[config.mk]
export PLATFORM = sky130hd
export DESIGN_NAME = arp_dev_end_flat
export DESIGN_NICKNAME = d
export VERILOG_FILES = /design/src/shared/arp_pkg.sv /design/src/shared/arp_link_if.sv /design/src/rtl/arp_dev_end.sv /design/src/flat_wrapper.sv
export SDC_FILE = /design/constraint.sdc
export NUM_CORES = 1
export LEC_CHECK = 0
export BUFFER_PORTS_ARGS = -buffer_cell sky130_fd_sc_hd__buf_2
export CORE_UTILIZATION = 26
export CTS_CLUSTER_DIAMETER = 80
export CTS_CLUSTER_SIZE = 16
export DETAILED_ROUTE_END_ITERATION = 7
export SLEW_MARGIN = 15
export SYNTH_ARGS = -nofsm -noshare
export SYNTH_HDL_FRONTEND = slang
export SYNTH_SLANG_ARGS = --single-unit
[constraint.sdc]
create_clock -name sys_clk_i -period 4.1 [get_ports sys_clk_i]
set_clock_uncertainty 0.1 [all_clocks]
set_input_delay 0.205 -clock sys_clk_i [delete_from_list [all_inputs] [get_ports sys_clk_i]]
set_output_delay 0.205 -clock sys_clk_i [all_outputs]
set_load 0.1 [all_outputs]
[src/shared/arp_pkg.sv]
/*
 Shared constants, register map and helpers for the register-pointer ADC block.
 Assumes both link ends and the controller's AHB-Lite map compile against it.
*/
`default_nettype none
package arp_pkg;
    localparam int RES_W = 10;
    localparam int PTR_W = 3;
    localparam logic [2:0] IDX_RESULT  = 3'h0;
    localparam logic [2:0] IDX_STATUS  = 3'h1;
    localparam logic [2:0] IDX_CONFIG  = 3'h2;
    localparam logic [2:0] IDX_LOW     = 3'h3;
    localparam logic [2:0] IDX_HIGH    = 3'h4;
    localparam logic [2:0] IDX_HYST    = 3'h5;
    localparam logic [2:0] IDX_LOWEST  = 3'h6;
    localparam logic [2:0] IDX_HIGHEST = 3'h7;
    localparam int WORD_MSB      = 11;
    localparam int WORD_LSB      = 2;
    localparam int ALERT_SUM_BIT = 15;
    localparam int ST_OVER       = 1;
    localparam int ST_UNDER      = 0;
    localparam int CFG_HOLD      = 4;
    localparam int CFG_FLAG_EN   = 3;
    localparam int CFG_CYC_LSB   = 5;
    localparam int CFG_CYC_MSB   = 7;
    localparam logic [7:0] CFG_WMASK     = 8'hFD;
    localparam logic [7:0] CFG_RESET     = 8'h00;
    localparam logic [1:0] STATUS_RESET  = 2'h0;
    localparam logic [9:0] RESULT_RESET  = 10'h000;
    localparam logic [9:0] LOW_RESET     = 10'h000;
    localparam logic [9:0] HIGH_RESET    = 10'h3FF;
    localparam logic [9:0] HYST_RESET    = 10'h000;
    localparam logic [9:0] LOWEST_RESET  = 10'h3FF;
    localparam logic [9:0] HIGHEST_RESET = 10'h000;
    localparam logic [7:0] OFF_CTRL   = 8'h00;
    localparam logic [7:0] OFF_WDATA  = 8'h04;
    localparam logic [7:0] OFF_RDATA  = 8'h08;
    localparam logic [7:0] OFF_STATUS = 8'h0C;
    localparam int CTL_GO      = 0;
    localparam int CTL_READ    = 1;
    localparam int CTL_KEEP    = 2;
    localparam int CTL_IDX_LSB = 4;
    localparam int CTL_IDX_MSB = 6;
    localparam logic [1:0] HRESP_OKAY = 2'h0;

    function automatic logic reg_is_byte(input logic [2:0] idx);
        return (idx == IDX_STATUS) || (idx == IDX_CONFIG);
    endfunction

    function automatic logic [15:0] place_word(input logic [9:0] v);
        return {4'h0, v, 2'h0};
    endfunction
endpackage
`default_nettype wire

[src/shared/arp_link_if.sv]
/*
 Byte-level link between the register controller and the register bank.
 Assumes one clock for both ends; the bench connects the two modports.
*/
`timescale 1ns/100ps
`default_nettype none
interface arp_link_if;
    logic       frame_start;
    logic       frame_read;
    logic       wr_valid;
    logic [7:0] wr_byte;
    logic       rd_req;
    logic       rd_valid;
    logic [7:0] rd_byte;
    logic       frame_end;

    modport dev (input frame_start, frame_read, wr_valid, wr_byte, rd_req, frame_end,
                 output rd_valid, rd_byte);
    modport ctl (output frame_start, frame_read, wr_valid, wr_byte, rd_req, frame_end,
                 input rd_valid, rd_byte);
endinterface
`default_nettype wire

[src/rtl/arp_dev_end.sv]
/*
 Register bank end: pointer, eight data registers, conversion result and alert flags.
 Assumes a controller on the link that keeps the byte protocol and a converter
 that reports each finished result with a one-cycle conv_done_i pulse.
*/
// Local design decision: the AHB-Lite interface to the registers.
// How it works
// - Power-on reset loads every register default.
// - Eight registers plus pointer; result is read-only.
// - First byte of each write sets pointer.
// - Only three low pointer bits are kept.
// - Pointer resets to zero, the result register.
// - Pointer value selects register per fixed map.
// - Normal mode result read starts a conversion.
// - Result in bits 11:2, others zero.
// - Bit 15 shows flag OR when enabled.
// - Flags active high; status bits 7:2 zero.
// - Result above upper limit sets over flag.
// - Result below lower limit sets under flag.
// - Writing one clears that alert flag.
// - Without hold, over clears below limit minus margin.
// - Without hold, under clears above limit plus margin.
// - With hold, only a one write clears.
// - Configuration bit 4 is alert hold.
// - Configuration bit 3 gates the bit 15 summary.
`timescale 1ns/100ps
`default_nettype none
module arp_dev_end (
    input  wire logic             sys_clk_i,
    input  wire logic             resetn_i,
    arp_link_if.dev               link,
    input  wire logic             conv_done_i,
    input  wire logic [9:0]       conv_result_i,
    input  wire logic             power_down_i,
    output logic                  conv_start_o,
    output logic [2:0]            cycle_time_o,
    output logic                  alert_o
);
    typedef struct packed {
        logic [2:0] ptr;
        logic       expect_ptr;
        logic       wr_hi_pend;
        logic [7:0] hi_buf;
        logic       rd_lo_next;
        logic [7:0] rd_byte;
        logic       rd_valid;
        logic       res_read;
        logic       conv_start;
        logic [9:0] result;
        logic [1:0] status;
        logic [7:0] cfg;
        logic [9:0] low;
        logic [9:0] high;
        logic [9:0] hyst;
        logic [9:0] lowest;
        logic [9:0] highest;
    } arp_dev_s;

    localparam arp_dev_s RESET_STATE = '{
        ptr: arp_pkg::IDX_RESULT, expect_ptr: 1'b0, wr_hi_pend: 1'b0, hi_buf: 8'h00,
        rd_lo_next: 1'b0, rd_byte: 8'h00, rd_valid: 1'b0, res_read: 1'b0,
        conv_start: 1'b0, result: arp_pkg::RESULT_RESET, status: arp_pkg::STATUS_RESET,
        cfg: arp_pkg::CFG_RESET, low: arp_pkg::LOW_RESET, high: arp_pkg::HIGH_RESET,
        hyst: arp_pkg::HYST_RESET, lowest: arp_pkg::LOWEST_RESET,
        highest: arp_pkg::HIGHEST_RESET};

    arp_dev_s s;
    arp_dev_s next_s;

    function automatic logic [15:0] read_word(input arp_dev_s r);
        logic [15:0] w;
        w = 16'h0000;
        unique case (r.ptr)
            arp_pkg::IDX_RESULT: begin
                w = arp_pkg::place_word(r.result);
                w[arp_pkg::ALERT_SUM_BIT] = r.cfg[arp_pkg::CFG_FLAG_EN] & (|r.status);
            end
            arp_pkg::IDX_STATUS:  w = {14'h0000, r.status};
            arp_pkg::IDX_CONFIG:  w = {8'h00, r.cfg};
            arp_pkg::IDX_LOW:     w = arp_pkg::place_word(r.low);
            arp_pkg::IDX_HIGH:    w = arp_pkg::place_word(r.high);
            arp_pkg::IDX_HYST:    w = arp_pkg::place_word(r.hyst);
            arp_pkg::IDX_LOWEST:  w = arp_pkg::place_word(r.lowest);
            arp_pkg::IDX_HIGHEST: w = arp_pkg::place_word(r.highest);
        endcase
        return w;
    endfunction

    function automatic logic [9:0] take_word(input logic [15:0] w);
        return w[arp_pkg::WORD_MSB:arp_pkg::WORD_LSB];
    endfunction

    always_comb begin
        logic [1:0]  clr;
        logic [15:0] word;
        logic [10:0] over_floor;
        logic [10:0] under_ceil;
        logic        hold;
        logic        over_set;
        logic        under_set;
        logic        over_free;
        logic        under_free;
        clr = 2'h0;
        word = 16'h0000;
        over_floor = 11'h000;
        under_ceil = 11'h000;
        hold = s.cfg[arp_pkg::CFG_HOLD];
        over_set = 1'b0;
        under_set = 1'b0;
        over_free = 1'b0;
        under_free = 1'b0;
        next_s = s;
        next_s.rd_valid = 1'b0;
        next_s.conv_start = 1'b0;
        if (link.frame_start) begin
            next_s.expect_ptr = ~link.frame_read;
            // An unpaired high byte dies here and never joins the next frame.
            next_s.wr_hi_pend = 1'b0;
            next_s.rd_lo_next = 1'b0;
        end
        if (link.wr_valid) begin
            // Upper pointer bits are dropped, so no stray index reaches a missing register.
            if (s.expect_ptr) begin
                next_s.ptr = link.wr_byte[arp_pkg::PTR_W-1:0];
                next_s.expect_ptr = 1'b0;
            end else if (arp_pkg::reg_is_byte(s.ptr)) begin
                if (s.ptr == arp_pkg::IDX_STATUS) begin
                    clr = link.wr_byte[1:0];
                end else begin
                    next_s.cfg = link.wr_byte & arp_pkg::CFG_WMASK;
                end
            end else if (!s.wr_hi_pend) begin
                next_s.hi_buf = link.wr_byte;
                next_s.wr_hi_pend = 1'b1;
            end else begin
                next_s.wr_hi_pend = 1'b0;
                word = {s.hi_buf, link.wr_byte};
                unique case (s.ptr)
                    arp_pkg::IDX_LOW:     next_s.low = take_word(word);
                    arp_pkg::IDX_HIGH:    next_s.high = take_word(word);
                    arp_pkg::IDX_HYST:    next_s.hyst = take_word(word);
                    arp_pkg::IDX_LOWEST:  next_s.lowest = take_word(word);
                    arp_pkg::IDX_HIGHEST: next_s.highest = take_word(word);
                    default:              next_s.hi_buf = s.hi_buf;
                endcase
            end
        end
        if (link.rd_req) begin
            word = read_word(s);
            next_s.rd_valid = 1'b1;
            if (arp_pkg::reg_is_byte(s.ptr) || s.rd_lo_next) begin
                next_s.rd_byte = word[7:0];
            end else begin
                next_s.rd_byte = word[15:8];
            end
            if (!arp_pkg::reg_is_byte(s.ptr)) begin
                next_s.rd_lo_next = ~s.rd_lo_next;
            end
            if (s.ptr == arp_pkg::IDX_RESULT) begin
                next_s.res_read = 1'b1;
            end
        end
        if (link.frame_end) begin
            // Starting at frame end keeps the result stable while its bytes are out.
            next_s.conv_start = s.res_read
                & (s.cfg[arp_pkg::CFG_CYC_MSB:arp_pkg::CFG_CYC_LSB] == 3'h0);
            next_s.res_read = 1'b0;
        end
        next_s.status = s.status & ~clr;
        if (conv_done_i) begin
            next_s.result = conv_result_i;
            if (conv_result_i < s.lowest) begin
                next_s.lowest = conv_result_i;
            end
            if (conv_result_i > s.highest) begin
                next_s.highest = conv_result_i;
            end
            over_floor = {1'b0, conv_result_i} + {1'b0, s.hyst};
            under_ceil = {1'b0, s.low} + {1'b0, s.hyst};
            over_set = conv_result_i > s.high;
            under_set = conv_result_i < s.low;
            over_free = !hold && (over_floor < {1'b0, s.high});
            under_free = !hold && ({1'b0, conv_result_i} > under_ceil);
            // A set in the same cycle as a one-write clear wins, so no event is lost.
            next_s.status[arp_pkg::ST_OVER] = over_set
                | (next_s.status[arp_pkg::ST_OVER] & ~over_free);
            next_s.status[arp_pkg::ST_UNDER] = under_set
                | (next_s.status[arp_pkg::ST_UNDER] & ~under_free);
        end
        if (power_down_i) begin
            next_s = RESET_STATE;
        end
    end

    always_ff @(posedge sys_clk_i or negedge resetn_i) begin
        if (!resetn_i) begin
            s <= RESET_STATE;
        end else begin
            s <= next_s;
        end
    end

    assign link.rd_valid = s.rd_valid;
    assign link.rd_byte  = s.rd_byte;
    assign conv_start_o  = s.conv_start;
    assign cycle_time_o  = s.cfg[arp_pkg::CFG_CYC_MSB:arp_pkg::CFG_CYC_LSB];
    assign alert_o       = |s.status;
endmodule // arp_dev_end
`default_nettype wire

[src/flat_wrapper.sv]
// flat-port wrapper written by rule: the top's interface ports become plain ports
module arp_dev_end_flat 
  (sys_clk_i, resetn_i, conv_done_i, conv_result_i, power_down_i, conv_start_o, cycle_time_o, alert_o, link_frame_start, link_frame_read, link_wr_valid, link_wr_byte, link_rd_req, link_frame_end, link_rd_valid, link_rd_byte);
  arp_link_if link_i ();
  input  wire logic sys_clk_i;
  input  wire logic resetn_i;
  input  wire logic conv_done_i;
  input  wire logic [9:0] conv_result_i;
  input  wire logic power_down_i;
  output logic conv_start_o;
  output logic [2:0] cycle_time_o;
  output logic alert_o;
  input wire logic [$bits(link_i.frame_start)-1:0] link_frame_start;
  input wire logic [$bits(link_i.frame_read)-1:0] link_frame_read;
  input wire logic [$bits(link_i.wr_valid)-1:0] link_wr_valid;
  input wire logic [$bits(link_i.wr_byte)-1:0] link_wr_byte;
  input wire logic [$bits(link_i.rd_req)-1:0] link_rd_req;
  input wire logic [$bits(link_i.frame_end)-1:0] link_frame_end;
  output wire logic [$bits(link_i.rd_valid)-1:0] link_rd_valid;
  output wire logic [$bits(link_i.rd_byte)-1:0] link_rd_byte;
  assign link_i.frame_start = link_frame_start;
  assign link_i.frame_read = link_frame_read;
  assign link_i.wr_valid = link_wr_valid;
  assign link_i.wr_byte = link_wr_byte;
  assign link_i.rd_req = link_rd_req;
  assign link_i.frame_end = link_frame_end;
  assign link_rd_valid = link_i.rd_valid;
  assign link_rd_byte = link_i.rd_byte;
  arp_dev_end u_core (.sys_clk_i(sys_clk_i), .resetn_i(resetn_i), .link(link_i), .conv_done_i(conv_done_i), .conv_result_i(conv_result_i), .power_down_i(power_down_i), .conv_start_o(conv_start_o), .cycle_time_o(cycle_time_o), .alert_o(alert_o));
endmodule
==> summary.md <==
| Metric | Value |
|---|---|
| Status | finished clean |
| Netlist cell types | between 70 and 80 |
| Crit-path max FO | 4 |
| Synth area leader | dfrtp_1 |
| Synthesis-to-layout area growth | 12.1% |
| CP bufs+invs | 0 |
| Routed WL per cell | a little under 20 microns |
| Slowest CP cell | fa_1 |
| Vias in the first global route | 5501 |
| RSZ-0062 raised after global routing | no |
| Buffers on Ports | 40 |
| Post-placement cell area | around 0.0073 sq mm |
| Clk_lat worst skew | ~0.36 ns |
| Netlist Area Pre-Place | just under 0.007 sq mm |
| Global-route wire length before repair | 33600 microns |
| Via count | approximately 5600 |
| IO Count | 41 |
| DR pass1 iterations | 5 |
| Post-synthesis sequential area ratio | approximately 33% |
| Syn_nets | approximately 840 |
| Cell count after synthesis | 731 |
| CP Class | reg -> reg |
| GR peak layer | met2 |
| Initial antenna violation count | 1 |
| Final instance area | around 0.0076 sq mm |
| Fmax achieved | roughly 280 MHz |
| H-tree Lvls | 3 |
| Max cap viols | 0 |
| Hpwl dp | 16300 microns |
| RePlAce Congestion | about 0.87 |
| TritonCTS buffer count | 9 |
| Min cycle time layout | around 3.5 ns |
| Max-slew headroom | between 30 and 40% |
| Vias/cell | just over 5 |
| Core Area | approximately 0.025 sq mm |
| Starting DRT DRC Count | about 490 |
| Die footprint | roughly 0.027 sq mm |
| Crit-path leading delay family | compound AO/OA/AOI/OAI gates |
| Met3 GRT Util | ~3.0% |
| Met2 GRT Util | around 25% |
| Worst Setup End Kind | register |
| Diodes inserted | 0 |
| PnR Total Power | approximately 2.4 mW |
| Nets | approximately 860 |
| Worst hold path type | in -> reg |
| Slew Limit Fails | 0 |
| Lkg Pwr | 3.50 nW |
| Peak VDD IR | 0.000184 V |
| Die W | about 160 microns |
| Final wirelength | between 20000 and 25000 microns |
| Largest stage delay, worst path | around 0.46 ns |
| Worst path cell trace | ha_1 > fa_1 > a211oi_1 > o21bai_1 > a21oi_1 > o21bai_1 > a21oi_1 > xnor2_1 > ha_1 > a2111oi_0 > o21ai_0 > a31oi_1 > o2bb2ai_1 |
| M1 GR Usage | between 20% and 30% |
| Worst Max-Slew Pin Slew | between 0.9 and 1 ns |
| Top-area cell type share of the netlist area | around 26% |
| # rows | between 50 and 60 |
| Post-CTS setup buffer count | 0 |
| Final Hold Fails | 0 |
| Final global-route overflow total | 0 |
| Mean Syn Cell Area | around 9.3 sq um |
| Period utilization | between 80% and 90% |
| Ys flop type | dfrtp_1 |
| Clock buffer depth | 2 |
| Die H | between 150 and 200 microns |
| Synth Warn # | 0 |
| Seq cells post-synth | 90 |
| CP arrival | roughly 3.7 ns |
| Tot GR Track Use | between 15 and 20% |
| Setup tns final | 0 ns |
| Post-synthesis async set-or-reset flop share | 100% |
| CTS tree | done |
| Area contributors post-synth | dfrtp_1 (26%), ha_1 (14%), dfstp_2 (7.7%) |
| Starting density of the core | a little over a quarter |
| Power per Cell Area | roughly 320 mW/mm^2 |
| Number of synthesized flops with an enable pin | 0 |
| Clock-pin slew on the worst setup and hold paths | approximately 0.07 ns |
| Clk sink count | 90 |
| DRC Markers | 0 |
| Fraction of layout cells with a size suffix above 1 | ~15% |
| CP startpoint kind | register |
| Routed Antenna Nets | 0 |
| Root Buffer | clkbuf_16 |
| Final setup violating endpoints | 0 |
| Largest net degree at the start of global routing | 70 |
| Critical Path RT | between 4 and 5 ns |
## state kept, by name (all words and copies together) (netlist names)
signal,flops
u_core.link.rd_byte,8
u_core.cycle_time_o,3
u_core.s,77
u_core.conv_start_o,1
u_core.link.rd_valid,1
## power breakdown
| group | internal (mW) | switching, mW | total, mW |
|---|---|---|---|
| Combinational | 0.163 | 0.306 | 0.469 |
| Sequential | 0.940 | 0.0483 | 0.989 |
| Clock | 0.596 | 0.379 | 0.975 |
## metal layers
metal / share of wire, % / vias to the layer above
met5: 0.060 / -
met4: 4.2 / 2
met3: 6.2 / 49
met2: 43 / 189
met1: 46 / 2696
li1: - / 2702
## worst min-delay path, delay by kind of cell
family	cells	cell delay, ns
and+or+nand+nor	2	0.09
buffers and inverters	1	0.08
AOI/OAI and AO/OA	1	0.07
## cells in the final DEF, fill, tap and decap left out, drive strengths merged, types with 20 or more instances in the layout
cell type  count
buf           49
nor2          85
o21ai         40
ha            77
dfstp         20
mux2i         47
dfrtp         70
nor3          21
inv           50
a21oi         41
nand2         44
## area by class of cell
| class | instances | area, sq um |
|---|---|---|
| Inverter | 50 | 188 |
| Sequential cell | 90 | 2280 |
| Fill cell | 2665 | 17800 |
| Clock buffer | 9 | 225 |
| Timing Repair Buffer | 51 | 290 |
| Multi-Input combinational cell | 553 | 4120 |
| Clock inverter | 7 | 118 |
| Tap cell | 330 | 413 |
## per-stage QoR
stage               utilization, %  instances  hold slack, ns  setup slack, ns
finish                        30.1       1090          0.0253            0.558
global placement              28.6       1072           0.273            0.611
CTS                           30.1       1090          0.0172            0.565
global route                  30.1       1090          0.0616            0.320
detailed placement            28.6       1072           0.276            0.585
floorplan                        -        731          -0.191            0.882
## cells in the mapped netlist (3+ instances only)
master and count:
a2111oi_0 6, a211oi_1 16, a21o_1 6, a21oi_1 39
a222oi_1 3, a22o_1 11, a22oi_1 4, and3_1 4
buf_2 12, buf_4 15, clkbuf_1 9, dfrtp_1 70
dfstp_2 20, ha_1 77, inv_1 49, mux2_2 11
mux2i_1 47, nand2_1 43, nand2b_1 16, nand3_1 14
nand3b_1 6, nand4_1 6, nor2_1 81, nor2b_1 6
nor3_1 21, nor4_1 3, o211ai_1 4, o21ai_0 38
o21bai_1 5, o22a_1 10, o22ai_1 4, o31ai_1 4
o32ai_1 3, xnor2_1 10, xor2_1 6
## cell families after synthesis
group,Yosys count,share of synthesized area [%]
AO/OA/AOI/OAI,179,18.1
XOR/XNOR,16,2.06
adder cells (fa/ha/maj),79,14.7
buffers and inverters,88,6.01
flip-flops,90,33.4
multiplexers,60,9.28
AND/OR/NAND/NOR,219,16.4
## final timing paths
check	from	endpoint	slack, ns	cells past startpoint
setup / recovery	u_core.s[20]	u_core.s[59]	0.56	13
hold / removal	link_frame_read	u_core.s[91]	0.03	4
setup reg to reg	u_core.s[20]	u_core.s[59]	0.56	13
hold reg to reg	u_core.link.rd_byte[5]	u_core.link.rd_byte[5]	0.38	2
max in group asynchronous	resetn_i	u_core.s[32]	2.53	3
min in group asynchronous	resetn_i	u_core.s[9]	0.42	2
## timing repair
action,in CTS,in global routing
hold buffers,2,0
gates resized for setup,0,0
endpoints found under the hold margin,56,0
Note: power is estimated with default switching activity, not from simulation.
